<file path="config.mk">
export PLATFORM = sky130hd
export DESIGN_NAME = sac_readout
export DESIGN_NICKNAME = d
export VERILOG_FILES = /design/src/hdl/sac_pkg.sv /design/src/hdl/sac_readout.sv /design/src/hdl/sac_fifo.sv /design/src/hdl/sac_code_calc.sv
export SDC_FILE = /design/constraint.sdc
export NUM_CORES = 2
export LEC_CHECK = 0
export ABC_AREA = 1
export BUFFER_PORTS_ARGS = -buffer_cell sky130_fd_sc_hd__buf_2
export CAP_MARGIN = 15
export CORE_MARGIN = 2
export CORE_UTILIZATION = 69
export DETAILED_ROUTE_END_ITERATION = 8
export HOLD_SLACK_MARGIN = 0.1
export PLACE_DENSITY_LB_ADDON = 0.25
export SLEW_MARGIN = 10
export SYNTH_ARGS = -nofsm -noshare
export SYNTH_HDL_FRONTEND = slang
export SYNTH_HIERARCHICAL = 1
export SYNTH_SLANG_ARGS = --single-unit
</file>
<file path="constraint.sdc">
create_clock -name core_clk -period 189.5 [get_ports core_clk]
set_input_delay 9.475 -clock core_clk [delete_from_list [all_inputs] [get_ports core_clk]]
set_output_delay 9.475 -clock core_clk [all_outputs]
set_load 0.005 [all_outputs]
</file>
<file path="src/hdl/sac_pkg.sv">
// shared constants and types of the serial command and readout sequencer
// assumes one 25 MHz core clock; all serial pins are sampled on it
package sac_pkg;

    // core clock and the charge holding limit after sampling ends
    localparam int CLK_MHZ = 25;
    localparam int HOLD_TIME_US = 1200;
    localparam int HOLD_CYCLES = HOLD_TIME_US * CLK_MHZ;

    // result format
    localparam int RES_BITS = 12;
    localparam int CODE_SCALE_SHIFT = 12;
    localparam logic [11:0] CODE_ZERO = 12'h000;
    localparam logic [11:0] CODE_FULL = 12'hFFF;

    // rising-edge index after the start bit of each serial slot
    localparam logic [5:0] IDX_START = 6'h00;
    localparam logic [5:0] IDX_MODE = 6'h01;
    localparam logic [5:0] IDX_SEL_HI = 6'h02;
    localparam logic [5:0] IDX_SEL_MID = 6'h03;
    localparam logic [5:0] IDX_SEL_LO = 6'h04;
    localparam logic [5:0] IDX_SAMPLE = 6'h05;
    localparam logic [5:0] IDX_MSB_FIRST = 6'h06;
    localparam logic [5:0] IDX_LSB_FIRST = 6'h12;
    localparam logic [5:0] IDX_ZEROS = 6'h1D;
    localparam logic [5:0] IDX_LAST = 6'h3F;

    // input mode bit values
    localparam logic MODE_SINGLE = 1'b1;
    localparam logic MODE_PSEUDO_DIFF = 1'b0;

    // reset values
    localparam logic DOUT_RESET = 1'b0;
    localparam logic [15:0] HOLD_COUNT_RESET = 16'h0000;

    // buffering
    localparam int FIFO_DEPTH = 32;

    // multiplexer routing handed to the analog front end
    typedef struct packed {
        logic [2:0] pos;
        logic [2:0] neg;
        logic neg_gnd;
    } sac_route_type;

    typedef enum logic [1:0] {
        SEQ_WAIT_ARM,
        SEQ_HUNT,
        SEQ_RUN
    } sac_state_type;

endpackage

</file>
<file path="src/hdl/sac_readout.sv">
// serial command and readout sequencer of a 12-bit sampling converter
// assumes serial clock, select and data pins are synchronous to core_clk and
// each serial clock phase lasts at least two core clock cycles
`timescale 1ns/1ps
module sac_readout
    import sac_pkg::*;
#(
    parameter int NUM_CHANNELS = 8,
    parameter int LEVEL_W = 16,
    parameter int HOLD_LIMIT = HOLD_CYCLES
) (
    // clock and reset
    input wire logic core_clk,
    input wire logic reset_n,
    // serial pins
    input wire logic select_shutdown_n,
    input wire logic sclk,
    input wire logic din,
    output logic dout,
    output logic dout_oe,
    // analog front end
    input wire logic [7:0][LEVEL_W-1:0] channel_level,
    input wire logic [LEVEL_W-1:0] ref_level,
    output sac_route_type chan_route,
    output logic sample_en,
    output logic analog_power,
    output logic ref_connect,
    output logic standby,
    // status
    output logic input_mode_bit,
    output logic hold_late
);

    sac_state_type state;
    logic sclk_d;
    logic sclk_q;
    logic cs_n_d;
    logic din_d;
    logic rise;
    logic fall;
    logic [5:0] idx;
    logic [5:0] next_idx;
    logic chan_sel_hi;
    logic chan_sel_mid;
    logic chan_sel_lo;
    logic calc_start;
    logic calc_valid;
    logic calc_ready;
    logic [RES_BITS-1:0] calc_data;
    logic fifo_valid;
    logic fifo_pop;
    logic [RES_BITS-1:0] fifo_data;
    logic [RES_BITS-1:0] result;
    logic loaded;
    logic holding;
    logic [31:0] hold_count;

    // four-channel part drops the top select bit
    function automatic logic [2:0] eff_sel(input logic [2:0] sel);
        eff_sel = (NUM_CHANNELS == 4) ? {1'b0, sel[1:0]} : sel;
    endfunction

    function automatic sac_route_type decode_route(
        input logic mode,
        input logic [2:0] sel
    );
        logic [2:0] s;
        s = eff_sel(sel);
        decode_route.pos = s;
        decode_route.neg = 3'h0;
        decode_route.neg_gnd = 1'b1;
        // even or odd member is positive
        if (mode == MODE_PSEUDO_DIFF) begin
            decode_route.pos = {s[2:1], s[0]};
            decode_route.neg = {s[2:1], ~s[0]};
            decode_route.neg_gnd = 1'b0;
        end
    endfunction

    // picks the serial bit for a falling edge at the given slot
    function automatic logic pick_bit(
        input logic [5:0] slot,
        input logic [RES_BITS-1:0] word
    );
        logic [5:0] pos;
        pos = 6'h00;
        pick_bit = 1'b0;
        if (slot >= IDX_MSB_FIRST && slot < IDX_LSB_FIRST) begin
            pos = IDX_LSB_FIRST - 6'h01 - slot;
            pick_bit = word[pos[3:0]];
        end else if (slot >= IDX_LSB_FIRST && slot < IDX_ZEROS) begin
            pos = slot - (IDX_LSB_FIRST - 6'h01);
            pick_bit = word[pos[3:0]];
        end
    endfunction

    assign rise = sclk_d && !sclk_q;
    assign fall = !sclk_d && sclk_q;
    assign next_idx = (idx == IDX_LAST) ? idx : idx + 6'h01;

    // pin sampling
    always_ff @(posedge core_clk or negedge reset_n) begin
        if (!reset_n) begin
            sclk_d <= 1'b0;
            sclk_q <= 1'b0;
            cs_n_d <= 1'b1;
            din_d <= 1'b0;
        end else begin
            sclk_d <= sclk;
            sclk_q <= sclk_d;
            cs_n_d <= select_shutdown_n;
            din_d <= din;
        end
    end

    // sequencer state
    always_ff @(posedge core_clk or negedge reset_n) begin
        if (!reset_n) begin
            state <= SEQ_WAIT_ARM;
        end else if (cs_n_d) begin
            // armed only after select seen high, not the reset value of cs_n_d
            if (state != SEQ_WAIT_ARM || select_shutdown_n) begin
                state <= SEQ_HUNT;
            end
        end else begin
            unique case (state)
                SEQ_WAIT_ARM: begin
                    state <= SEQ_WAIT_ARM;
                end
                SEQ_HUNT: begin
                    if (rise && din_d) begin
                        state <= SEQ_RUN;
                    end
                end
                SEQ_RUN: begin
                    state <= SEQ_RUN;
                end
            endcase
        end
    end

    // rising-edge slot counter
    always_ff @(posedge core_clk or negedge reset_n) begin
        if (!reset_n) begin
            idx <= IDX_START;
        end else if (cs_n_d || state != SEQ_RUN) begin
            idx <= IDX_START;
        end else if (rise) begin
            idx <= next_idx;
        end
    end

    // command latch
    always_ff @(posedge core_clk or negedge reset_n) begin
        if (!reset_n) begin
            input_mode_bit <= MODE_SINGLE;
            chan_sel_hi <= 1'b0;
            chan_sel_mid <= 1'b0;
            chan_sel_lo <= 1'b0;
        end else if (state == SEQ_RUN && !cs_n_d && rise) begin
            if (next_idx == IDX_MODE) begin
                input_mode_bit <= din_d;
            end
            if (next_idx == IDX_SEL_HI) begin
                chan_sel_hi <= din_d;
            end
            if (next_idx == IDX_SEL_MID) begin
                chan_sel_mid <= din_d;
            end
            if (next_idx == IDX_SEL_LO) begin
                chan_sel_lo <= din_d;
            end
            // sample clock input is not stored
        end
    end

    // multiplexer routing, set as sampling starts
    always_ff @(posedge core_clk or negedge reset_n) begin
        if (!reset_n) begin
            chan_route <= '0;
        end else if (state == SEQ_RUN && !cs_n_d && rise && next_idx == IDX_SEL_LO) begin
            chan_route <= decode_route(input_mode_bit, {chan_sel_hi, chan_sel_mid, din_d});
        end
    end

    // acquisition window
    always_ff @(posedge core_clk or negedge reset_n) begin
        if (!reset_n) begin
            sample_en <= 1'b0;
        end else if (cs_n_d || state != SEQ_RUN) begin
            sample_en <= 1'b0;
        end else if (rise && next_idx == IDX_SEL_LO) begin
            sample_en <= 1'b1;
        end else if (fall && idx == IDX_SAMPLE) begin
            sample_en <= 1'b0;
        end
    end

    // conversion request at the end of sampling
    always_ff @(posedge core_clk or negedge reset_n) begin
        if (!reset_n) begin
            calc_start <= 1'b0;
        end else begin
            calc_start <= !cs_n_d && state == SEQ_RUN && fall && idx == IDX_SAMPLE;
        end
    end

    sac_code_calc #(
        .LEVEL_W(LEVEL_W)
    ) u_calc (
        .core_clk(core_clk),
        .reset_n(reset_n),
        .start(calc_start),
        .pos_level(channel_level[chan_route.pos]),
        .neg_level(chan_route.neg_gnd ? '0 : channel_level[chan_route.neg]),
        .ref_level(ref_level),
        .out_valid(calc_valid),
        .out_ready(calc_ready),
        .out_data(calc_data)
    );

    sac_fifo #(
        .WIDTH(RES_BITS),
        .DEPTH(FIFO_DEPTH)
    ) u_fifo (
        .core_clk(core_clk),
        .reset_n(reset_n),
        .in_valid(calc_valid),
        .in_ready(calc_ready),
        .in_data(calc_data),
        .out_valid(fifo_valid),
        .out_ready(fifo_pop),
        .out_data(fifo_data)
    );

    // load once per transfer; words left from aborted transfers are drained while idle
    assign fifo_pop = fifo_valid && (state != SEQ_RUN || (!loaded && idx >= IDX_SAMPLE));

    always_ff @(posedge core_clk or negedge reset_n) begin
        if (!reset_n) begin
            result <= CODE_ZERO;
            loaded <= 1'b0;
        end else if (state != SEQ_RUN || cs_n_d) begin
            loaded <= 1'b0;
        end else if (fifo_pop) begin
            result <= fifo_data;
            loaded <= 1'b1;
        end
    end

    // serial output
    always_ff @(posedge core_clk or negedge reset_n) begin
        if (!reset_n) begin
            dout <= DOUT_RESET;
            dout_oe <= 1'b0;
        end else if (cs_n_d || state != SEQ_RUN) begin
            dout <= DOUT_RESET;
            dout_oe <= 1'b0;
        end else if (fall) begin
            if (idx == IDX_SAMPLE) begin
                dout <= 1'b0;
                dout_oe <= 1'b1;
            end else if (idx > IDX_SAMPLE) begin
                dout <= loaded ? pick_bit(idx, result) : 1'b0;
            end
        end
    end

    // comparator, bias and reference power
    always_ff @(posedge core_clk or negedge reset_n) begin
        if (!reset_n) begin
            analog_power <= 1'b0;
            ref_connect <= 1'b0;
        end else if (cs_n_d || state != SEQ_RUN) begin
            analog_power <= 1'b0;
            ref_connect <= 1'b0;
        end else if (rise && idx == IDX_START) begin
            analog_power <= 1'b1;
            ref_connect <= 1'b1;
        end else if (fall && idx == IDX_LSB_FIRST) begin
            // power down for LSB-first and zeros
            analog_power <= 1'b0;
            ref_connect <= 1'b0;
        end
    end

    always_ff @(posedge core_clk or negedge reset_n) begin
        if (!reset_n) begin
            standby <= 1'b1;
        end else begin
            standby <= cs_n_d;
        end
    end

    // charge holding watchdog from sampling end to the last MSB-first bit
    always_ff @(posedge core_clk or negedge reset_n) begin
        if (!reset_n) begin
            holding <= 1'b0;
            hold_count <= '0;
            hold_late <= 1'b0;
        end else if (state == SEQ_HUNT && rise && din_d && !cs_n_d) begin
            holding <= 1'b0;
            hold_count <= '0;
            hold_late <= 1'b0;
        end else if (cs_n_d || state != SEQ_RUN) begin
            holding <= 1'b0;
        end else if (fall && idx == IDX_SAMPLE) begin
            holding <= 1'b1;
            hold_count <= '0;
        end else if (holding) begin
            if (idx >= IDX_LSB_FIRST) begin
                holding <= 1'b0;
            end else if (hold_count >= 32'(HOLD_LIMIT)) begin
                hold_late <= 1'b1;
            end else begin
                hold_count <= hold_count + 32'h00000001;
            end
        end
    end

endmodule

</file>
<file path="src/hdl/sac_fifo.sv">
// first-in first-out buffer of result words between code calculation and readout
// assumes both sides run on core_clk; a word moves when valid and ready are both high
`timescale 1ns/1ps
module sac_fifo
    import sac_pkg::*;
#(
    parameter int WIDTH = 12,
    parameter int DEPTH = FIFO_DEPTH
) (
    // clock and reset
    input wire logic core_clk,
    input wire logic reset_n,
    // filling side
    input wire logic in_valid,
    output logic in_ready,
    input wire logic [WIDTH-1:0] in_data,
    // draining side
    output logic out_valid,
    input wire logic out_ready,
    output logic [WIDTH-1:0] out_data
);

    localparam int AW = $clog2(DEPTH);

    logic [WIDTH-1:0] mem [DEPTH];
    logic [AW:0] wr_ptr;
    logic [AW:0] rd_ptr;
    logic push;
    logic pop;

    assign in_ready = (wr_ptr[AW-1:0] != rd_ptr[AW-1:0]) || (wr_ptr[AW] == rd_ptr[AW]);
    assign out_valid = wr_ptr != rd_ptr;
    assign push = in_valid && in_ready;
    assign pop = out_valid && out_ready;
    assign out_data = mem[rd_ptr[AW-1:0]];

    always_ff @(posedge core_clk) begin
        if (push) begin
            mem[wr_ptr[AW-1:0]] <= in_data;
        end
    end

    always_ff @(posedge core_clk or negedge reset_n) begin
        if (!reset_n) begin
            wr_ptr <= '0;
        end else if (push) begin
            wr_ptr <= wr_ptr + (AW+1)'(1);
        end
    end

    always_ff @(posedge core_clk or negedge reset_n) begin
        if (!reset_n) begin
            rd_ptr <= '0;
        end else if (pop) begin
            rd_ptr <= rd_ptr + (AW+1)'(1);
        end
    end

endmodule

</file>
<file path="src/hdl/sac_code_calc.sv">
// turns held input levels into the unsigned result code
// assumes levels are digitised front-end readings in one common unit
`timescale 1ns/1ps
module sac_code_calc
    import sac_pkg::*;
#(
    parameter int LEVEL_W = 16
) (
    // clock and reset
    input wire logic core_clk,
    input wire logic reset_n,
    // held levels and request
    input wire logic start,
    input wire logic [LEVEL_W-1:0] pos_level,
    input wire logic [LEVEL_W-1:0] neg_level,
    input wire logic [LEVEL_W-1:0] ref_level,
    // result toward the buffer
    output logic out_valid,
    input wire logic out_ready,
    output logic [RES_BITS-1:0] out_data
);

    function automatic logic [RES_BITS-1:0] ideal_code(
        input logic [LEVEL_W-1:0] pos,
        input logic [LEVEL_W-1:0] neg,
        input logic [LEVEL_W-1:0] vref
    );
        logic [LEVEL_W-1:0] diff;
        logic [LEVEL_W+CODE_SCALE_SHIFT-1:0] scaled;
        diff = '0;
        scaled = '0;
        if (pos > neg) begin
            diff = pos - neg;
        end
        if (vref == '0) begin
            scaled = '1;
        end else begin
            scaled = {diff, {CODE_SCALE_SHIFT{1'b0}}} / {{CODE_SCALE_SHIFT{1'b0}}, vref};
        end
        if (scaled > {{(LEVEL_W+CODE_SCALE_SHIFT-RES_BITS){1'b0}}, CODE_FULL}) begin
            ideal_code = CODE_FULL;
        end else begin
            ideal_code = scaled[RES_BITS-1:0];
        end
    endfunction

    always_ff @(posedge core_clk or negedge reset_n) begin
        if (!reset_n) begin
            out_valid <= 1'b0;
            out_data <= CODE_ZERO;
        end else if (start && (!out_valid || out_ready)) begin
            out_valid <= 1'b1;
            out_data <= ideal_code(pos_level, neg_level, ref_level);
        end else if (out_ready) begin
            out_valid <= 1'b0;
        end
    end

endmodule

</file>
==> out/metrics.cfg <==
[floorplan]
rows=91
num_io_pins=164
die_h_um=255
start_util_pct=70.1
die_w_um=255
fp.coreArea_mm2=0.0619
fp.dieArea_mm2=0.0650

[critical_path]
crit_top_cell=nand2_1
crit_path_end_kind=flip-flop
crit_arrival_ps=80990
crit_end=u_calc/out_data[0]
r2r_setup_slack_ps=116680
worstSetupStartpoint=channel_level[109]
r2r_start=chan_route[1]
cp_max_fo=33
reg2reg_depth=462
r2r-end=u_calc/out_data[0]
critPathMaxStageDelay_ps=790
cp.required_ps=189990
path_class=input port to flip-flop
start_kind=input port
cp_slowest_cell=nor2_2

[clocking]
clk_pin_slew_worst_paths_ps=70
clk_path_buf_depth=3
cts_tree=done
cts_setup_buffers=0
cts_sinks=484
hold_buffers=0
numCtsBuffers=45
cts_root_buf=clkbuf_16
worstSkewPairLatency_ps=610
ctsResizeCount=0
cts_max_level=2

[sta]
min_period_ps=80500
grt_setup_unrepaired=no
slew-limit-headroom_pct=19.8
clock.fmax_ghz=0.0124
hold_viol=0
clock_skew_ps=55.1
worst_slew_pin_slew_ps=1200
finalSetupViolations=0
period_share_pct=42.5
timing.final.max_slew_violations=0
finalSetupTns_ps=0
finalHoldWorstSlack_ps=401

[routing]
wire_per_inst_um=18.0
drc=0
drt_first_pass_iters=8
routed_wl_mm=125
dr_total_vias=41900
drt_iter0_markers=5357
viasPerCell=6.01
drtAntennaViolNets=0

[yosys]
synth_top_cells_by_area=edfxtp_1 27%, nand2_1 15%, ha_1 10%
yosysMostFrequentCell=nand2_1
synth.largest_area_cell=edfxtp_1
synth_nets=6524
async_flop_share_pct=20.7
ys_types=76
yosysWarnings=6
synth_flop_cell=edfxtp_1
synth_edf_count=384
ys_seq_elements=484
synth_area_mm2=0.0434
seq_area_frac_synth_pct=32.3
synth_common_cells=1733 x nand2_1, 634 x inv_1, 502 x nand3_1
synth_top_area_share_pct=26.5
postSynthAreaPerCell_um2=7.21
netlist_instances=6022

[global_routing]
met2_usage_pct=59.9
overflow=0
antenna_found_initial=6
grt_use_met1_pct=49.6
grt_max_degree=115
globalRoute.busiestLayer=met2
grt.total_usage_pct=37.7
grt_pass1_vias=38600
grt_pass1_wl_mm=196
groute.layer.met3.usage_pct=7.30

[place]
dp_hpwl_mm=87.2
portBuffers=163
place_area_mm2=0.0447
finalWeightedCongestion=0.960

[cells_and_area]
areaGrowthSynthToFinish_pct=6.44
drive_above_1_share_pct=9.00
layout.nets=6590
final_cell_area_mm2=0.0462
fillers=4902

[hold_path]
hold_class=flip-flop to flip-flop

[run_status]
outcome=finished clean

[flow_run]
drv_cap=0

## cell usage in the layout, fill, tap and decap left out, types with 39 or more instances in the layout
| cell type | instances |
|---|---|
| a21oi_1 | 363 |
| buf_2 | 162 |
| buf_4 | 59 |
| clkbuf_16 | 45 |
| dfrtp_1 | 91 |
| edfxtp_1 | 384 |
| ha_1 | 351 |
| inv_1 | 634 |
| inv_2 | 39 |
| nand2_1 | 1733 |
| nand2_2 | 44 |
| nand3_1 | 502 |
| nand4_1 | 87 |
| nor2_1 | 391 |
| nor3_1 | 45 |
| o211ai_1 | 42 |
| o21ai_0 | 418 |
| o21ai_1 | 49 |
| xnor2_1 | 105 |
| xor2_1 | 162 |
## stage by stage
stage	cells	util (%)	setup WS (ps)
floorplan	6022	-	116470
global placement	6871	72.1	113240
detailed placement	6871	72.1	110050
CTS	6954	74.5	110540
global route	6965	74.6	100720
finish	6965	74.6	109000
## registers in the layout, summed over array words and instances, names as in the netlist, 6 cells and up
register and count:
u_fifo/mem 384, hold_count 32, result 12, u_calc/out_data 12, chan_route 7, idx 6, u_fifo/rd_ptr 6, u_fifo/wr_ptr 6
## worst max-delay path, delay by kind of cell
family	cells	cell delay (ps)
buffers and inverters	56	7260
AO/OA/AOI/OAI	160	28810
AND/OR/NAND/NOR	216	25560
adder cells (fa/ha/maj)	30	9790
## final cells by class
class                      count  area, µm²  area share [%]
clock inverter                26        298           0.644
sequential                   484      14000            30.4
timing repair buffer         224       1290            2.79
tap                          837       1050            2.27
inverter                     686       2590            5.61
multi-input combinational   4647      25800            55.7
clock buffer                  57       1180            2.55
antenna                        4       10.0          0.0216
## worst min-delay path by stage
stage,endpoint,depth (start not counted),slack (ps),from
after global routing,standby,0,410,cs_n_d
final,standby,0,400,cs_n_d
after CTS,standby,0,400,cs_n_d
after detailed placement,standby,0,390,cs_n_d
after floorplan,standby,0,350,cs_n_d
after global placement,standby,0,390,cs_n_d
## metal layers
metal  share of wire, %  vias up
li1                   -    20300
met1                 39    18800
met2                 44     2388
met3                 12      400
met4                4.7        2
met5              0.010        -
## cell families after synthesis
logic type	count (synthesis)	share of synthesized area, %
compound gates	1056	13.6
xor+xnor	267	5.38
fa+ha+maj	353	10.2
buf+inv	891	8.38
flops	484	32.3
mux	1	0.0230
simple gates	2970	30.1
Power is not shown: default switching activity piles up to over one toggle a cycle in this logic, so the estimate is an artifact.
